===== src/pimap_consts.vh =====
// Constants for the process image byte mapper
`ifndef PIMAP_CONSTS_VH
`define PIMAP_CONSTS_VH

// Placement used from reset
`define PIMAP_DEF_COMPLETE 1'b0
`define PIMAP_DEF_BIG_ENDIAN 1'b0
`define PIMAP_DEF_WORD_ALIGN 1'b0

// Byte slots per channel for each placement
`define PIMAP_SLOTS_PLAIN 3'h2
`define PIMAP_SLOTS_PACKED 3'h3
`define PIMAP_SLOTS_ALIGNED 3'h4

// Slot positions inside a channel group
`define PIMAP_SLOT_CS 3'h0
`define PIMAP_SLOT_RES 3'h1

// Value given to a reserved byte
`define PIMAP_RES_BYTE 8'h00

// Field positions inside a FIFO entry
`define PIMAP_CH_LSB 24
`define PIMAP_STAT_LSB 16

`endif


===== src/pimap_mapper.v =====
// Process image byte mapper: sample FIFO and byte placement sequencer
// Notes on behaviour
// - Reset gives default placement; configuring party may write a new one.
// - Complete evaluation adds a control/status byte to two data bytes.
// - Complete evaluation reserves space in input and output image.
// - Status byte goes to input image at the control byte's slot.
// - Data low byte holds bits 7:0, data high byte bits 15:8.
// - Little-endian puts high byte high; big-endian swaps both positions.
// - Aligned complete channel: status low, reserved high, data next word.
// - Reserved slots take image space and carry no meaning.
// - Reserved slots are written with zero by this block.
// - Fieldbus traffic wins over configuration access.
`timescale 1ns/1ps
`default_nettype none
`include "pimap_consts.vh"

module pimap_fifo #(
    parameter W = 25,
    parameter D = 16,
    parameter AW = 4
) (
    // Clock and reset
    input wire sys_clk,
    input wire rst,
    // Fill side
    input wire wr_valid,
    output reg wr_ready,
    input wire [W-1:0] wr_data,
    // Drain side
    output reg rd_valid,
    input wire rd_ready,
    output wire [W-1:0] rd_data
);
    reg [W-1:0] mem [0:D-1];
    reg [AW-1:0] wp;
    reg [AW-1:0] rp;
    reg [AW:0] count;
    reg [AW:0] next_count;
    wire push;
    wire pop;

    assign push = wr_valid & wr_ready;
    assign pop = rd_ready & rd_valid;
    assign rd_data = mem[rp];

    always @* begin
        next_count = count;
        if (push && !pop) begin
            next_count = count + 1'b1;
        end else if (pop && !push) begin
            next_count = count - 1'b1;
        end
    end

    // Storage has no reset; only pointers and flags need a defined value
    always @(posedge sys_clk) begin
        if (push) begin
            mem[wp] <= wr_data;
        end
    end

    always @(posedge sys_clk or posedge rst) begin
        if (rst) begin
            wp <= {AW{1'b0}};
            rp <= {AW{1'b0}};
            count <= {(AW+1){1'b0}};
            wr_ready <= 1'b1;
            rd_valid <= 1'b0;
        end else begin
            if (push) begin
                wp <= (wp == D - 1) ? {AW{1'b0}} : wp + 1'b1;
            end
            if (pop) begin
                rp <= (rp == D - 1) ? {AW{1'b0}} : rp + 1'b1;
            end
            count <= next_count;
            wr_ready <= (next_count != D);
            rd_valid <= (next_count != {(AW+1){1'b0}});
        end
    end
endmodule

module pimap_mapper #(
    parameter CW = 1,
    parameter AW = 8,
    parameter FIFO_DEPTH = 16,
    parameter FIFO_AW = 4
) (
    // Clock and reset
    input wire sys_clk,
    input wire rst,
    // Channel samples from the terminal
    input wire smp_valid,
    output wire smp_ready,
    input wire [CW-1:0] channel_index,
    input wire [15:0] smp_value,
    input wire [7:0] channel_status_byte,
    // Placement configuration
    input wire cfg_wr_en,
    input wire cfg_complete,
    input wire cfg_big_endian,
    input wire cfg_word_align,
    input wire fb_active,
    // Input image byte writes
    output reg img_wr_en,
    output reg [AW-1:0] img_addr,
    output reg [7:0] img_data,
    output reg img_reserved,
    // Output image control byte read
    output reg out_img_rd_en,
    output reg [AW-1:0] out_img_addr,
    input wire [7:0] out_img_rdata,
    output reg ctrl_valid,
    output reg [CW-1:0] ctrl_channel,
    output reg [7:0] channel_control_byte,
    // Placement in force
    output reg mode_complete,
    output reg mode_big_endian,
    output reg mode_word_align
);
    localparam EW = CW + `PIMAP_CH_LSB, ST_IDLE = 1'b0, ST_SLOT = 1'b1;

    wire [EW-1:0] fifo_out;
    wire fifo_valid;
    wire fifo_pop;
    reg state;
    reg [2:0] slot;
    reg [2:0] nslots;
    reg [CW-1:0] ch;
    reg [15:0] value;
    reg [7:0] status;
    reg cur_complete;
    reg cur_big;
    reg cur_align;
    reg cfg_pend;
    reg pend_complete;
    reg pend_big;
    reg pend_align;
    reg ctrl_wait;
    reg [2:0] next_nslots;
    reg [2:0] data_idx;
    reg [7:0] slot_byte;
    reg slot_res;
    reg slot_cs;
    wire [AW-1:0] base;
    wire [AW-1:0] slot_addr;

    pimap_fifo #(
        .W(EW),
        .D(FIFO_DEPTH),
        .AW(FIFO_AW)
    ) u_fifo (
        .sys_clk(sys_clk),
        .rst(rst),
        .wr_valid(smp_valid),
        .wr_ready(smp_ready),
        .wr_data({channel_index, channel_status_byte, smp_value}),
        .rd_valid(fifo_valid),
        .rd_ready(fifo_pop),
        .rd_data(fifo_out)
    );

    assign fifo_pop = fifo_valid & (state == ST_IDLE);

    // Group size doubles as the channel stride
    always @* begin
        if (!cur_complete) begin
            next_nslots = `PIMAP_SLOTS_PLAIN;
        end else if (cur_align) begin
            next_nslots = `PIMAP_SLOTS_ALIGNED;
        end else begin
            next_nslots = `PIMAP_SLOTS_PACKED;
        end
    end

    assign base = {{(AW-CW){1'b0}}, ch} * {{(AW-3){1'b0}}, nslots};
    assign slot_addr = base + {{(AW-3){1'b0}}, slot};

    // Decode what the current slot carries
    always @* begin
        slot_cs = 1'b0;
        slot_res = 1'b0;
        data_idx = slot;
        if (cur_complete) begin
            if (slot == `PIMAP_SLOT_CS) begin
                slot_cs = 1'b1;
            end else if (cur_align && slot == `PIMAP_SLOT_RES) begin
                slot_res = 1'b1;
            end
            data_idx = cur_align ? slot - 3'h2 : slot - 3'h1;
        end
        if (slot_cs) begin
            slot_byte = status;
        end else if (slot_res) begin
            slot_byte = `PIMAP_RES_BYTE;
        end else if ((data_idx == 3'h0) != cur_big) begin
            slot_byte = value[7:0];
        end else begin
            slot_byte = value[15:8];
        end
    end

    // Configuration waits while the fieldbus is busy and while a
    // channel group is half written, so no group mixes two layouts
    always @(posedge sys_clk or posedge rst) begin
        if (rst) begin
            cfg_pend <= 1'b0;
            pend_complete <= `PIMAP_DEF_COMPLETE;
            pend_big <= `PIMAP_DEF_BIG_ENDIAN;
            pend_align <= `PIMAP_DEF_WORD_ALIGN;
            cur_complete <= `PIMAP_DEF_COMPLETE;
            cur_big <= `PIMAP_DEF_BIG_ENDIAN;
            cur_align <= `PIMAP_DEF_WORD_ALIGN;
        end else begin
            if (cfg_wr_en) begin
                cfg_pend <= 1'b1;
                pend_complete <= cfg_complete;
                pend_big <= cfg_big_endian;
                pend_align <= cfg_word_align;
            end else if (cfg_pend && !fb_active && !fifo_pop &&
                         state == ST_IDLE) begin
                cfg_pend <= 1'b0;
                cur_complete <= pend_complete;
                cur_big <= pend_big;
                cur_align <= pend_align;
            end
        end
    end

    // Sequencer: one byte slot per cycle; reserved slots are written as zero
    always @(posedge sys_clk or posedge rst) begin
        if (rst) begin
            state <= ST_IDLE;
            slot <= 3'h0;
            nslots <= `PIMAP_SLOTS_PLAIN;
            ch <= {CW{1'b0}};
            value <= 16'h0000;
            status <= 8'h00;
            img_wr_en <= 1'b0;
            img_addr <= {AW{1'b0}};
            img_data <= 8'h00;
            img_reserved <= 1'b0;
            out_img_rd_en <= 1'b0;
            out_img_addr <= {AW{1'b0}};
            ctrl_wait <= 1'b0;
            ctrl_valid <= 1'b0;
            ctrl_channel <= {CW{1'b0}};
            channel_control_byte <= 8'h00;
            mode_complete <= `PIMAP_DEF_COMPLETE;
            mode_big_endian <= `PIMAP_DEF_BIG_ENDIAN;
            mode_word_align <= `PIMAP_DEF_WORD_ALIGN;
        end else begin
            mode_complete <= cur_complete;
            mode_big_endian <= cur_big;
            mode_word_align <= cur_align;
            img_wr_en <= 1'b0;
            img_reserved <= 1'b0;
            out_img_rd_en <= 1'b0;
            ctrl_wait <= out_img_rd_en;
            ctrl_valid <= ctrl_wait;
            if (ctrl_wait) begin
                channel_control_byte <= out_img_rdata;
            end
            case (state)
                ST_IDLE: begin
                    if (fifo_pop) begin
                        ch <= fifo_out[EW-1:`PIMAP_CH_LSB];
                        status <= fifo_out[`PIMAP_CH_LSB-1:`PIMAP_STAT_LSB];
                        value <= fifo_out[`PIMAP_STAT_LSB-1:0];
                        nslots <= next_nslots;
                        slot <= 3'h0;
                        state <= ST_SLOT;
                    end
                end
                ST_SLOT: begin
                    img_wr_en <= 1'b1;
                    img_addr <= slot_addr;
                    img_data <= slot_byte;
                    img_reserved <= slot_res;
                    if (slot_cs) begin
                        out_img_rd_en <= 1'b1;
                        out_img_addr <= slot_addr;
                        ctrl_channel <= ch;
                    end
                    if (slot == nslots - 3'h1) begin
                        state <= ST_IDLE;
                    end else begin
                        slot <= slot + 3'h1;
                    end
                end
                default: begin
                    state <= ST_IDLE;
                end
            endcase
        end
    end
endmodule
`default_nettype wire


===== config.mk =====
export PLATFORM = sky130hd
export DESIGN_NAME = pimap_mapper
export DESIGN_NICKNAME = d
export VERILOG_FILES = /design/src/pimap_mapper.v
export VERILOG_INCLUDE_DIRS = /design/src
export SDC_FILE = /design/constraint.sdc
export NUM_CORES = 1
export LEC_CHECK = 0
export ABC_AREA = 1
export BUFFER_PORTS_ARGS = -buffer_cell sky130_fd_sc_hd__buf_2
export CELL_PAD_IN_SITES_DETAIL_PLACEMENT = 0
export CELL_PAD_IN_SITES_GLOBAL_PLACEMENT = 2
export CORE_ASPECT_RATIO = 0.5
export CORE_MARGIN = 10
export CORE_UTILIZATION = 30
export CTS_CLUSTER_SIZE = 8
export DETAILED_ROUTE_END_ITERATION = 12
export GPL_TIMING_DRIVEN = 0
export PLACE_DENSITY = 0.6
export SLEW_MARGIN = 20
export SYNTH_ARGS = -nofsm -noshare
export SYNTH_HDL_FRONTEND = slang
export SYNTH_HIERARCHICAL = 1
export SYNTH_SLANG_ARGS = --single-unit

===== constraint.sdc =====
create_clock -name sys_clk -period 2.8 [get_ports sys_clk]
set_clock_uncertainty 0.1 [all_clocks]
set_input_delay 0.14 -clock sys_clk [delete_from_list [all_inputs] [get_ports sys_clk]]
set_output_delay 0.14 -clock sys_clk [all_outputs]
set_load 0.02 [all_outputs]

==> impl_results.md, run 1 <==
* Layout net count at 2053
* Total power at 27.43 mW
* Via count at 13626
* Worst-Skew Late Latency at 620 ps
* Row count at 66
* Synth Instances at 1778
* Buffers on Ports at 73
* Number of synthesized flops with an enable pin at 400
* Fmax at 0.3766 GHz
* Delay of the slowest critical-path stage at 720 ps
* RSZ-0062 raised after global routing: false
* Hold Vio Cnt, Final at 0
* Most used cell, CP: nand2_1
* Synth Warn # at 6
* Reg2reg path depth at 10
* Max FO, Critical Path at 10
* CP Class: flip-flop to flip-flop
* Switching pwr at 11.04 mW
* Post-synth top cells: 400 x edfxtp_1, 352 x nand2_1, 332 x nor2_1
* WHS Endpoint: u_fifo/wp[3]$_DFFE_PP0P_
* Critical path buffer and inverter count at 2
* Clock Path Buffers at 3
* Capturing point of the worst reg2reg path: ch$_DFFE_PP0P_
* DRT iter0 DRCs at 1039
* Global-route wire length before repair at 93340 um
* CTS sink count at 487
* Num CTS Buffers at 70
* Top post-synthesis cells by area: edfxtp_1 60%, dfrtp_1 11%, nand2_1 6.6%
* Initial Util at 0.3053
* CP Cell Sequence: inv_2 > clkbuf_1 > o21ai_0 > o21ai_1 > nand2_1 > nand2_1 > nand2_1 > nand2_1 > nand2_1 > o21ai_0
* P_leak at 9.277 nW
* Vias per cell at 4.684
* Async S/R FF share, synth at 0.1786
* Core footprint at 65490 um2
* # setup viols final at 0
* Tightest Hold Check Type: input port to flip-flop
* VDD IR max at 390.9 uV
* Total GRT Usage at 0.1652
* CTS clk-pin slew, worst paths at 60 ps
* Switching share of power at 0.4025
* Worst slew pin tran at 1002 ps
* RR Startpoint: u_fifo/rp[0]$_DFFE_PP0P_
* Cell family with most CP delay: buffers and inverters
* Largest net degree at the start of global routing at 46
* Final worst path period need at 2655 ps
* WL final at 64740 um
* Int Pwr at 16.39 mW
* Hold Path Stages at 5
* Synth cell types at 37
* Share of cells above drive strength 1 at 0.1304
* Height of the die at 202.5 um
* HP Start: smp_valid
* CP Launch Type: flip-flop
* Die area at 77990 um2
* Top-area cell type share of the netlist area at 0.6009
* DRT antenna net count at 0
* Comb power frac at 0.372
* Sequential share of power at 0.344
* Layout Area Growth over Synthesis at 22.55%
* Register area share after synthesis at 0.7099
* Residual DRC count at 0
* Critical path endpoint category: flip-flop
* Crit path depth at 10
* Worst slew margin at 0.3317
* Vias in the first global route at 13496
* HPWL Detailed at 43160 um
* Gr ovfl total at 0
* Avg WL per Cell at 22.25 um
* Max-cap violations at 0
* Initial antenna violation count at 1
* Pins Over Slew Limit at 0
* Top cell type by total area after synthesis: edfxtp_1
* # IOs at 82
* Top-count cell post-synth: edfxtp_1
* Router iterations before antenna repair at 5
* R2R setup slack at 140 ps
* Slowest CP cell: clkbuf_1
* Clk root buf: clkbuf_16
* Synthesized area per cell at 11.24 um2
* Clock power frac at 0.284
* Status: finished, final reports clean
* Die W at 385.1 um
* Data required time of the worst path at 3220 ps
* Ys flop type: edfxtp_1
* CTS tree: built
* Worst path arrival time at 3070 ps
* Post-synthesis cell area at 19990 um2
* Antenna diodes at 0
* H-Tree Depth at 3
* Number of synthesized register bits at 487
* Fill cells at 6412
* Final period utilization at 0.9482
* Placer Congestion at 0.7658
* Setup TNS at 0 ps
* PD cells at 1120 nW/um2
==> layout make-up <==
cell class	count	area, um2	share of cell area
inverter	61	234.0	0.009551
timing repair buffer	140	1281	0.05230
buffer	100	498.0	0.02033
multi-input combinational	1136	5226	0.2133
clock inverter	6	93.84	0.003830
tap	884	1106	0.04515
clock buffer	95	1867	0.07620
sequential	487	14190	0.5793
==> cells in the final DEF (no fill, tap or decap), types with 5 or more instances in the layout <==
master and count:
edfxtp_1 400, nand2_1 351, nor2_1 316, o21ai_0 177, o21ai_1 160, buf_2 97, dfrtp_1 84, clkbuf_16 71
clkbuf_1 70, inv_1 52, dlygate4sd3_1 47, nand3_1 41, buf_4 22, nor2_4 17, ha_1 15, buf_12 14
a22oi_1 8, mux2_2 8, conb_1 8, inv_2 6, buf_16 6, xor2_1 5, buf_1 5
==> cell families after synthesis <==
family | count (synthesis) | synth area share
XOR/XNOR | 9 | 0.003943
multiplexers | 8 | 0.004507
flip-flops | 487 | 0.7099
other | 1 | 0.0001876
buffers and inverters | 162 | 0.03636
adder cells (fa/ha/maj) | 16 | 0.01039
AND/OR/NAND/NOR | 742 | 0.1446
AO/OA/AOI/OAI | 353 | 0.09013
==> worst max-delay path by stage <==
stage                                   start                           to  slack [ps]
floorplan           u_fifo/wr_ready$_DFF_PP1_  u_fifo/mem[11][0]$_DFFE_PP_         130
global placement    u_fifo/wr_ready$_DFF_PP1_  u_fifo/mem[10][5]$_DFFE_PP_       -1820
detailed placement  u_fifo/rd_valid$_DFF_PP0_    u_fifo/rd_valid$_DFF_PP0_        -430
CTS                 u_fifo/rd_valid$_DFF_PP0_    u_fifo/rd_valid$_DFF_PP0_          30
global route         u_fifo/rp[0]$_DFFE_PP0P_               ch$_DFFE_PP0P_         0.2
finish               u_fifo/rp[0]$_DFFE_PP0P_               ch$_DFFE_PP0P_         140
==> worst reg2reg max path, cell delays in order (launching register included) <==
cell,delay (ps)
dfrtp_1,430
inv_2,100
clkbuf_1,720
o21ai_0,250
o21ai_1,130
nand2_1,60
nand2_1,130
nand2_1,100
nand2_1,340
nand2_1,100
o21ai_0,90
==> flip-flops by register name (all words and copies together) (netlist names), 3 cells and up <==
signal,count
u_fifo/wp,4
slot,3
img_data,8
nslots,3
value,16
channel_control_byte,8
u_fifo/mem,400
img_addr,4
u_fifo/count,5
u_fifo/rp,4
status,8
out_img_addr,4
==> per-layer routing <==
layer,global-route usage,up-vias,wire length [um]
met1,0.2432,6677,32460
met4,0.04474,0,1267
met3,0.03358,86,3629
li1,-,6531,-
met2,0.2436,332,27380
met5,0,-,0
==> power groups by stage <==
stage	combinational, mW	clock, mW	sequential (mW)
after floorplan	5.63	0	9.68
after global placement	9.87	0	9.63
after detailed placement	10.2	0	9.58
after CTS	10.3	7.99	9.45
after global routing	11.3	8.32	9.55
final	10.2	7.78	9.43
==> stage by stage <==
| stage | setup slack [ps] | area [um2] | cells | hold slack [ps] | util |
|---|---|---|---|---|---|
| 4_1_cts | 28.23 | 24430 | 2907 | 13.59 | 0.3731 |
| 3_3_place_gp | -1819 | 21490 | 2742 | 246.5 | 0.3281 |
| 5_1_grt | 0.1621 | 24500 | 2909 | 94.22 | 0.3741 |
| 3_5_place_dp | -432.4 | 22000 | 2759 | 69.69 | 0.3359 |
| 6_report | 145.0 | 24500 | 2909 | 33.90 | 0.3741 |
| 2_1_floorplan | 129.5 | 20020 | 1785 | -59.24 | - |
==> repair_timing <==
| item | 4_1_cts | 5_1_grt |
|---|---|---|
| gates cloned | 0 | 0 |
| endpoints found under the hold margin | 500 | 0 |
| pin swaps | 0 | 3 |
| gates resized for setup | 4 | 7 |
| setup endpoints to repair | 9 | 39 |
| hold buffers | 47 | 0 |
| setup buffers | 0 | 3 |
Power figures use the tool's default switching activity.
==> run 2: changes to the inputs <==
Settings changed: ABC_AREA 1 to unset, CORE_UTILIZATION 30 to 47, PLACE_DENSITY 0.6 to 0.79.
==> impl_results.md, run 2 <==
* Max FO, Critical Path at 11 (+1)
* Initial Util at 0.4805 (+0.1753)
* RSZ-0062 raised after global routing: false
* DRT antenna net count at 0 (unchanged)
* Non-Filler Instances at 1852 (-36%)
* VDD IR max at 500.6 uV (+28%)
* Vias in the first global route at 10944 (-19%)
* Height of the die at 164.5 um (-19%)
* Synthesized area per cell at 18.28 um2 (+63%)
* Switching pwr at 8.274 mW (-25%)
* Max-cap violations at 0 (unchanged)
* Top-count cell post-synth: edfxtp_1
* Placer Congestion at 0.7940 (+3.7%)
* Data required time of the worst path at 3140 ps (-80 ps)
* Clock Path Buffers at 3 (unchanged)
* Layout Area Growth over Synthesis at 19.99%
* Setup Slack @ Placement at -490.4 ps (-58.03 ps)
* PD cells at 1077 nW/um2 (-3.8%)
* Residual DRC count at 0 (unchanged)
* Critical path endpoint category: flip-flop
* Int Pwr at 17.09 mW (+4.3%)
* Status: finished, final reports clean
* WL final at 45760 um (-29%)
* Synth Instances at 1074 (-40%)
* Placed Cells at 1711 (-38%)
* Worst slew pin tran at 939.9 ps (-62.58 ps)
* CP Cell Sequence: nand2b_2 > clkinv_2 > clkbuf_4 > and2_1 > buf_2 > and3_1 > or3_1 > a21oi_1 > nand3_1
* Post-synth top cells: 400 x edfxtp_1, 113 x nand2_1, 100 x mux4_2
* Row count at 52 (-21%)
* Final WS setup at 141.6 ps (-3.343 ps)
* Vias per cell at 5.677 (+21%)
* Global-route wire length before repair at 69340 um (-26%)
* Largest reg by FF count: u_fifo/mem
* Top post-synthesis cells by area: edfxtp_1 61%, mux4_2 11%, dfrtp_1 11%
* Core footprint at 40860 um2 (-38%)
* Final period utilization at 0.9494 (+0.001194)
* Top-area cell type share of the netlist area at 0.6118 (+0.01091)
* # setup viols final at 0 (unchanged)
* Final worst path period need at 2658 ps (+3.343 ps)
* WHS at 36.94 ps (+3.037 ps)
* Sequential share of power at 0.377 (+0.033)
* Synth Warn # at 6 (unchanged)
* Number of synthesized register bits at 487 (unchanged)
* CP Launch Type: flip-flop
* CTS sink count at 487 (unchanged)
* Die area at 50850 um2 (-35%)
* Tightest Hold Check Type: input port to flip-flop
* Async S/R FF share, synth at 0.1786 (unchanged)
* Clk root buf: clkbuf_16
* H-Tree Depth at 3 (unchanged)
* Placed cell area at 21160 um2 (-3.8%)
* Max reg flops at 400 (unchanged)
* Setup TNS at 0 ps (unchanged)
* Number of synthesized flops with an enable pin at 400 (unchanged)
* Die W at 309.0 um (-20%)
* # IOs at 82 (unchanged)
* Worst slew margin at 0.3734 (+0.04172)
* Delay of the slowest critical-path stage at 490 ps (-230 ps)
* Final Core Density at 0.5766 (+0.2025)
* Fmax at 0.3762 GHz (-0.13%)
* Hold Vio Cnt, Final at 0 (unchanged)
* Worst-Skew Late Latency at 580 ps (-40 ps)
* HPWL Detailed at 29590 um (-31%)
* Switching share of power at 0.3262 (-0.07638)
* CTS clk-pin slew, worst paths at 50 ps (about the same)
* Clock power frac at 0.299 (+0.015)
* CP Class: flip-flop to flip-flop
* Slowest CP cell: dfrtp_2
* Total GRT Usage at 0.1842 (+0.01902)
* Gr ovfl total at 0 (unchanged)
* Initial antenna violation count at 0 (-1)
* Largest registers: u_fifo/mem x400, value x16
* DRT iter0 DRCs at 968 (-6.8%)
* Worst path arrival time at 3000 ps (-70 ps)
* Setup Fix Bufs, Post-CTS at 0 (unchanged)
* Pins Over Slew Limit at 0 (unchanged)
* Ys flop type: edfxtp_1
* Final non-filler cell area at 23560 um2 (-3.8%)
* Largest net degree at the start of global routing at 58 (+26%)
* Router iterations before antenna repair at 5 (unchanged)
* Buffers on Ports at 73 (unchanged)
* Num CTS Buffers at 70 (unchanged)
* Via count at 10514 (-23%)
* CTS tree: built
* Layout net count at 1343 (-35%)
* Total power at 25.37 mW (-7.5%)
* Share of cells above drive strength 1 at 0.2889 (+0.1585)
* Avg WL per Cell at 24.71 um (+11%)
* Commonest non-fill, non-tap cell in the layout: edfxtp_1
* Antenna diodes at 0 (unchanged)
* Post-synthesis cell area at 19630 um2 (-1.8%)
* P_leak at 8.402 nW (-9.4%)
* Synth cell types at 52 (+41%)
* Top cell type by total area after synthesis: edfxtp_1
* Most frequent cells in the layout: 400 x edfxtp_1, 113 x nand2_1, 100 x mux4_2, 88 x buf_2, 84 x dfrtp_1
* Comb power frac at 0.324 (-0.048)
* Register area share after synthesis at 0.7228 (+0.01289)
-- run 2: layer usage --
| metal | up-vias | global-route usage | part of all wire |
|---|---|---|---|
| li1 | 4622 | - | - |
| met1 | 5460 | 0.2578 | 0.44 |
| met2 | 377 | 0.2881 | 0.47 |
| met3 | 55 | 0.04640 | 0.082 |
| met4 | 0 | 0.04527 | 0.014 |
| met5 | - | 0 | 0 |
-- run 2: kinds of logic after synthesis --
group / share of synthesized area
fa+ha+maj: 0.01058
xor+xnor: 0.005226
buf+inv: 0.02351
mux: 0.1348
other cells: 0.0001910
flops: 0.7228
compound gates: 0.04448
simple gates: 0.05844
-- run 2: area by class of cell --
cell class	count	area, um2
Inverter	15	60.06
Fill cell	3040	17300
Multi-Input combinational cell	515	5030
Sequential cell	487	14190
Tap cell	540	675.6
Clock buffer	95	1909
Clock inverter	3	41.29
Timing Repair Buffer	134	1244
Buffer	63	406.6
-- run 2: power groups by stage --
stage               clock network (mW)  logic (mW)  registers [mW]
finish                            7.58        8.22            9.56
global route                      8.06        8.96            9.67
CTS                               7.74        8.29            9.56
detailed placement                   0        8.21            9.69
global placement                     0        7.93            9.66
floorplan                            0        5.34            9.75
-- run 2: what timing repair did --
action	CTS	global route
hold buffers	44	0
resized for setup	3	5
endpoints found under the hold margin	500	0
endpoints found under the setup margin	6	5
cloned	0	0
-- run 2: worst max-delay path: cells and delay by family (launching register included) --
family	cells	cell delay (ps)
AOI/OAI and AO/OA	1	250
buffers and inverters	3	640
DFF	1	490
and+or+nand+nor	5	1020
-- run 2: worst paths after layout --
check                                           from                        end  slack [ps]  cells past startpoint
max                        u_fifo/rd_valid$_DFF_PP0_  u_fifo/rd_valid$_DFF_PP0_         140                      9
min                                        cfg_wr_en        cur_big$_DFFE_PP0P_          40                      4
max reg2reg                u_fifo/rd_valid$_DFF_PP0_  u_fifo/rd_valid$_DFF_PP0_         140                      9
min reg2reg                  out_img_rd_en$_DFF_PP0_        ctrl_wait$_DFF_PP0_         280                      0
max in group asynchronous                        rst      nslots[1]$_DFFE_PP1P_        1390                      5
min in group asynchronous                        rst  u_fifo/count[2]$_DFF_PP0_         170                      3
